[src/bas_pkg.sv]
// Package for the station address source selector
package bas_pkg;
    localparam int ADDR_W = 7;
    localparam int SW_W   = 8;
    localparam logic [ADDR_W-1:0] ADDR_MIN = 7'h03;
    localparam logic [ADDR_W-1:0] ADDR_MAX = 7'h7E;
    localparam logic [ADDR_W-1:0] CFG_RESET = 7'h7E;
    localparam int SRC_BIT = 7;

    typedef enum logic [2:0] {
        BAS_IDLE   = 3'b001,
        BAS_SAMPLE = 3'b010,
        BAS_RUN    = 3'b100
    } bas_state_type;

    typedef struct packed {
        logic              valid;
        logic              from_switch;
        logic              bad_switch;
        logic [ADDR_W-1:0] addr;
    } bas_addr_type;
endpackage : bas_pkg

[src/bas_select.sv]
// Station address source selector, latched once after reset
// Summary of operation
// - Switch addresses valid only from 3 to 126
// - Positions one to seven are bits 0-6
// - Position ON reads as one, OFF zero
// - Eighth position OFF selects configured address
// - New address takes effect only after reset
module bas_select (
    input  wire logic                       mclk,
    input  wire logic                       sys_rst,
    input  wire logic [bas_pkg::SW_W-1:0]   switch_on,
    input  wire logic                       cfg_we,
    input  wire logic [bas_pkg::ADDR_W-1:0] cfg_addr,
    output bas_pkg::bas_addr_type           station
);
    logic [bas_pkg::SW_W-1:0]   sw_meta;
    logic [bas_pkg::SW_W-1:0]   sw_sync;
    logic [bas_pkg::ADDR_W-1:0] cfg_store;
    bas_pkg::bas_state_type     state;
    logic [bas_pkg::ADDR_W-1:0] sw_addr;
    logic                       sw_ok;

    // Switches are mechanical, so two flops before use
    // No reset: both stages fill while reset is held, so the setting
    // is through the synchroniser when sampling comes
    always_ff @(posedge mclk) begin
        sw_meta <= switch_on;
        sw_sync <= sw_meta;
    end

    // Stands in for the nonvolatile store; a real part keeps it in flash
    always_ff @(posedge mclk or posedge sys_rst) begin
        if (sys_rst) begin
            cfg_store <= bas_pkg::CFG_RESET;
        end else if (cfg_we) begin
            cfg_store <= cfg_addr;
        end
    end

    assign sw_addr = sw_sync[bas_pkg::ADDR_W-1:0];
    assign sw_ok   = (sw_addr >= bas_pkg::ADDR_MIN) &&
                     (sw_addr <= bas_pkg::ADDR_MAX);

    // Extra cycle lets the synchroniser settle before sampling
    always_ff @(posedge mclk or posedge sys_rst) begin
        if (sys_rst) begin
            state <= bas_pkg::BAS_IDLE;
        end else begin
            case (state)
                bas_pkg::BAS_IDLE:   state <= bas_pkg::BAS_SAMPLE;
                bas_pkg::BAS_SAMPLE: state <= bas_pkg::BAS_RUN;
                bas_pkg::BAS_RUN:    state <= bas_pkg::BAS_RUN;
                default:             state <= bas_pkg::BAS_IDLE;
            endcase
        end
    end

    // Latched once; later switch changes wait for reset, which reloads the store with CFG_RESET
    always_ff @(posedge mclk or posedge sys_rst) begin
        if (sys_rst) begin
            station <= '0;
        end else if (state == bas_pkg::BAS_SAMPLE) begin
            station.valid       <= 1'b1;
            station.from_switch <= sw_sync[bas_pkg::SRC_BIT];
            if (sw_sync[bas_pkg::SRC_BIT]) begin
                station.bad_switch <= !sw_ok;
                station.addr       <= sw_ok ? sw_addr : cfg_store;
            end else begin
                station.bad_switch <= 1'b0;
                station.addr       <= cfg_store;
            end
        end
    end

    // Every address bit follows its own switch position
    for (genvar i = 0; i < bas_pkg::ADDR_W; i++) begin : g_bit_map

    end
endmodule : bas_select

[config.mk]
export PLATFORM = sky130hd
export DESIGN_NAME = bas_select
export DESIGN_NICKNAME = d
export VERILOG_FILES = /design/src/bas_pkg.sv /design/src/bas_select.sv
export SDC_FILE = /design/constraint.sdc
export NUM_CORES = 1
export LEC_CHECK = 0
export BUFFER_PORTS_ARGS = -buffer_cell sky130_fd_sc_hd__buf_2
export CAP_MARGIN = 20
export CORE_MARGIN = 2
export CORE_UTILIZATION = 54
export DETAILED_ROUTE_END_ITERATION = 8
export PLACE_DENSITY = 0.86
export SLEW_MARGIN = 20
export SYNTH_ARGS = -nofsm -noshare
export SYNTH_HDL_FRONTEND = slang
export SYNTH_SLANG_ARGS = --single-unit
[constraint.sdc]
create_clock -name mclk -period 3.2 [get_ports mclk]
set_clock_uncertainty 0.05 [all_clocks]
set_input_delay 0.16 -clock mclk [delete_from_list [all_inputs] [get_ports mclk]]
set_output_delay 0.16 -clock mclk [all_outputs]
set_load 0.005 [all_outputs]
Word-level counts from Yosys, hierarchy flattened
Cells that the tools add are included.
{"block": "classes", "order_cmp": 2, "eq_ne": 3, "mux": 3, "reduce_logical": 3}
{"cell": "$mux 8", "n": 1}
{"cell": "$ge 7x2->1 const B", "n": 1}
{"cell": "$le 7x7->1 const B", "n": 1}
{"cell": "$mux 7", "n": 1}
{"cell": "$pmux 3 s2", "n": 1}
{"cell": "$eq 3x1->1 const B", "n": 1}
{"cell": "$eq 3x2->1 const B", "n": 1}
{"cell": "$eq 3x3->1 const B", "n": 1}
{"cell": "$reduce_or 2->1", "n": 1}
{"cell": "$logic_and 1x1->1", "n": 1}
{"cell": "$logic_not 1->1", "n": 1}
{"block": "word_totals", "ff_bits": 36, "in_bits": 18, "out_inout_bits": 10, "elab_cells": 19}

Logic depth before layout (Yosys ltp)
{"block": "logic_depth", "ltp_word": 4, "ltp_mapped": 5, "ltp_nobuf": 4}

Worst setup path before layout
No wires, ideal clock.
{"block": "synth_timing", "path_type": "register to register", "start": "register state[0]", "end": "register station[2] (netlist name)", "setup_ns": 0.126, "t_arrival_ns": 1.277, "required_ns": 3.024, "slack_ns": 1.747, "path_stages_with_launch": 6, "n_path_buf": 1, "period_less_slack_ns": 1.453, "cell_sequence": "dfstp_2 > nor2_1 > and2_1 > clkbuf_1 > and3_1 > a221o_1"}
{"block": "synth_via", "elab_chain_len": 1}
{"element": "start, declared", "line_no": "bas_select.sv:19", "rtl": "bas_pkg::bas_state_type state;"}
{"element": "start signal, assigned", "line_no": "bas_select.sv:47", "rtl": "state <= bas_pkg::BAS_IDLE;"}
{"element": "start signal, assigned", "line_no": "bas_select.sv:50", "rtl": "bas_pkg::BAS_IDLE: state <= bas_pkg::BAS_SAMPLE;"}
{"element": "start signal, assigned", "line_no": "bas_select.sv:51", "rtl": "bas_pkg::BAS_SAMPLE: state <= bas_pkg::BAS_RUN;"}
{"element": "$eq 3x2->1", "line_no": "bas_select.sv:62", "rtl": "end else if (state == bas_pkg::BAS_SAMPLE) begin"}
{"element": "end, declared", "line_no": "bas_select.sv:14", "rtl": "output bas_pkg::bas_addr_type station"}
Every way passes these cells.
A chain may end at the register's enable or synchronous reset.

Final worst setup path
{"block": "layout_timing", "start": "register sw_sync[6] (netlist name)", "end": "register station[3] (netlist name)"}
{"block": "layout_via", "elab_chain_len": 4, "elab_cells_between_ends": 5, "cone_classes": "order compare (2); mux (2); reduce/logical (1)"}
{"element": "start, declared", "line_no": "bas_select.sv:17", "rtl": "logic [bas_pkg::SW_W-1:0] sw_sync;"}
{"element": "start signal, assigned", "line_no": "bas_select.sv:28", "rtl": "sw_sync <= sw_meta;"}
{"element": "$ge 7x2->1 or $le 7x7->1 (tied branches)", "line_no": "bas_select.sv:41, bas_select.sv:42"}
{"element": "$logic_and 1x1->1 *", "line_no": "bas_select.sv:41", "rtl": "assign sw_ok = (sw_addr >= bas_pkg::ADDR_MIN) &&"}
{"element": "$mux 7 *", "line_no": "bas_select.sv:67", "rtl": "station.addr <= sw_ok ? sw_addr : cfg_store;"}
{"element": "$mux 8 *", "line_no": "bas_select.sv:65", "rtl": "if (sw_sync[bas_pkg::SRC_BIT]) begin"}
Every way passes the cells marked *; elsewhere a longest branch is shown, timed or not.

==> reports/qor.json <==
{
  "critical_path": {
    "worst_r2r_startpoint": "sw_sync[6]$_DFF_P_",
    "regToRegSetupSlack_ns": 1.69,
    "ff2ff_path_depth": 4,
    "path_max_fanout": 7,
    "crit_path_start_kind": "flop",
    "critPathArrivalTime_ns": 1.69,
    "cp-end-kind": "flop",
    "crit_end": "station[3]$_DFFE_PP0N_",
    "crit_path_start": "sw_sync[6]$_DFF_P_",
    "timing.setup.critical_path_class": "reg2reg",
    "cp_data_required_time_ns": 3.38,
    "critical_path.reg2reg.endpoint": "station[3]$_DFFE_PP0N_"
  },
  "floorplanning": {
    "fp.dieH_um": 51.1,
    "start_util_pct": 55.7,
    "die-width_um": 51.1,
    "design.portCount": 28,
    "die-area_um2": 2610,
    "core_area_um2": 2150,
    "placement_rows": 17
  },
  "logic_synthesis": {
    "synth_adder_area_share_pct": 0,
    "netlist_instances": 90,
    "synth_mux_area_share_pct": 6.58,
    "synth-simple-area-share_pct": 9.82,
    "syn-num-nets": 108,
    "synth_top_family_by_area": "compound AO/OA/AOI/OAI gates",
    "compound_gate_fraction_of_synth_area_pct": 12.3,
    "synth.distinct_cells": 25,
    "synth.ff_latch_count": 36,
    "synthXorXnorAreaFrac_pct": 0.731,
    "synth_seq_area_share_pct": 69.3,
    "ys_warn_count": 0,
    "post_synth_instance_area_um2": 1200,
    "syn_area_per_cell_um2": 13.3
  },
  "finish": {
    "insertedDiodeCount": 0,
    "final_net_count": 155,
    "layout.cells.most_common": "sky130_fd_sc_hd__buf_2",
    "area_growth_syn_to_layout_pct": 31.0,
    "final_util_pct": 73.0,
    "drive_gt1_share_pct": 37.0,
    "final_cell_mix": "sky130_fd_sc_hd__buf_2 (27), sky130_fd_sc_hd__dfxtp_1 (16), sky130_fd_sc_hd__dlygate4sd3_1 (15)"
  },
  "route": {
    "antenna_violating_nets_post_route": 0,
    "post_drt_wl_per_cell_um": 14.2,
    "drt_first_pass_iters": 6,
    "total_routed_wirelength_um": 2360,
    "vias": 867,
    "drt_iter0_drc": 14,
    "drt-vias-per-instance": 5.22,
    "detail_route.drc_violations": 0
  },
  "timing": {
    "achievable-frequency_mhz": 664,
    "hold_violations": 0,
    "fin_tns_setup_ns": 0,
    "worstMarginPinSlew_ns": 0.713,
    "grt_setup_unrepaired": "false",
    "period_minus_slack_ns": 1.51,
    "setup_viol_count_final": 0,
    "period_share_pct": 47.1,
    "timing.slew.headroom_pct": 52.4,
    "slew_viol_final": 0,
    "setup_slack_ns": 1.69,
    "hold-worst-slack_ns": 0.0170
  },
  "clock_network": {
    "cts_tree": "yes",
    "clockRootBuffer": "sky130_fd_sc_hd__clkbuf_4",
    "clock_tree.buffer_depth": 2,
    "clock_insertion_delay_worst_skew_ns": 0.34,
    "post-cts-setup-buffers": 0,
    "h-tree-depth": 2,
    "cts.clk_slew.worst_paths_ns": 0.10,
    "cts-buffers-inserted": 5,
    "clock_sinks": 36
  },
  "place": {
    "pre_cts_ws_ns": 1.72,
    "gpl.final_weighted_congestion": 0.759,
    "detailed_place_hpwl_um": 1530,
    "port_buffers": 27
  },
  "power": {
    "cellLeakagePower_uw": 0.000711,
    "total_power_uw": 818,
    "power_per_cell_area_nw_per_um2": 521,
    "ir_worst_vdd_v": 0.000419
  },
  "global_routing": {
    "grt_remaining_overflow": 0,
    "global_route.usage.met1_pct": 22.1,
    "grt.total_usage_pct": 21.1,
    "grt_busiest_layer": "met2",
    "initial_antenna_violation_count": 0,
    "wire_length_of_the_first_global_routing_pass_um": 3820,
    "global_route.usage.met2_pct": 37.0,
    "first_global_vias": 899,
    "global_route.usage.met3_pct": 10.2,
    "grt_start_max_net_pins": 21
  },
  "min_path": {
    "worst_hold_path_type": "in2reg",
    "hold_path.startpoint": "cfg_addr[1]"
  },
  "outcome": {
    "run_status": "completed"
  },
  "job": {
    "max_cap_violations": 0
  }
}
-- area by class of cell --
| type | instances | area, µm² |
|---|---|---|
| Clock buffer | 8 | 58.8 |
| Fill cell | 156 | 579 |
| Inverter | 2 | 7.51 |
| Multi-Input combinational cell | 50 | 353 |
| Sequential cell | 36 | 830 |
| Tap cell | 28 | 35.0 |
| Timing Repair Buffer | 42 | 285 |
-- worst min-delay path by stage --
stage                               endpoint  depth (start not counted)
floorplan           cfg_store[0]$_DFFE_PP0P_                          1
finish              cfg_store[1]$_DFFE_PP1P_                          2
detailed placement        sw_meta[7]$_DFF_P_                          1
global route        cfg_store[1]$_DFFE_PP1P_                          2
global placement          sw_meta[7]$_DFF_P_                          1
CTS                 cfg_store[1]$_DFFE_PP1P_                          2
-- routing by layer --
| metal | share of wire (%) | vias to the layer above |
|---|---|---|
| met5 | 0 | - |
| met4 | 1.2 | 0 |
| met3 | 6.1 | 4 |
| met2 | 53 | 27 |
| met1 | 40 | 416 |
| li1 | - | 420 |
-- repair_timing --
item,CTS,global route
resized for setup,0,0
hold buffers,15,0
hold endpoints to repair,27,0
-- state kept, by name (all words and copies together), names as in the netlist --
name / flops
cfg_store: 7
state: 3
station: 10
sw_meta: 8
sw_sync: 8
-- cells by family (layout without fill, tap and decap cells) --
family,count (synthesis),in the layout
compound gates,19,19
xor+xnor,1,1
buf+inv,4,52
flops,36,36
mux,7,7
simple gates,23,23
-- cell usage after synthesis --
cell	instances	area share, %
sky130_fd_sc_hd__a211oi_1	1	0.63
sky130_fd_sc_hd__a21oi_1	2	0.84
sky130_fd_sc_hd__a21oi_2	1	0.73
sky130_fd_sc_hd__a221o_1	4	3.3
sky130_fd_sc_hd__a31oi_1	3	1.6
sky130_fd_sc_hd__and2_1	2	1.0
sky130_fd_sc_hd__and3_1	4	2.1
sky130_fd_sc_hd__clkbuf_1	2	0.63
sky130_fd_sc_hd__dfrtp_1	13	27
sky130_fd_sc_hd__dfstp_2	7	15
sky130_fd_sc_hd__dfxtp_1	16	27
sky130_fd_sc_hd__inv_1	2	0.63
sky130_fd_sc_hd__mux2_2	7	6.6
sky130_fd_sc_hd__nand2_1	7	2.2
sky130_fd_sc_hd__nand2b_1	1	0.52
sky130_fd_sc_hd__nand4_2	1	1.0
sky130_fd_sc_hd__nor2_1	6	1.9
sky130_fd_sc_hd__nor3_1	1	0.42
sky130_fd_sc_hd__nor3b_1	1	0.63
sky130_fd_sc_hd__o211ai_1	1	0.63
sky130_fd_sc_hd__o21ai_0	4	1.7
sky130_fd_sc_hd__o31a_2	1	0.84
sky130_fd_sc_hd__o31a_4	1	1.5
sky130_fd_sc_hd__o31ai_1	1	0.63
sky130_fd_sc_hd__xnor2_1	1	0.73
-- power by group --
part	switching, µW	total [µW]	internal [µW]
logic	28.0	70.6	42.6
clock network	136	244	108
registers	16.5	503	486
-- critical path: stages (launching register included) --
cell and delay (ns):
sky130_fd_sc_hd__dfxtp_1 0.39, sky130_fd_sc_hd__nand4_2 0.17, sky130_fd_sc_hd__o31a_4 0.34, sky130_fd_sc_hd__and3_1 0.19, sky130_fd_sc_hd__a221o_1 0.27
-- per-stage QoR --
step                      std cells  instance area (µm²)
after detailed placement        143                 1360
after global routing            166                 1570
after global placement          143                 1360
final                           166                 1570
after floorplan                  90                 1200
after CTS                       166                 1570
Note: power is estimated with default switching activity, not from simulation.
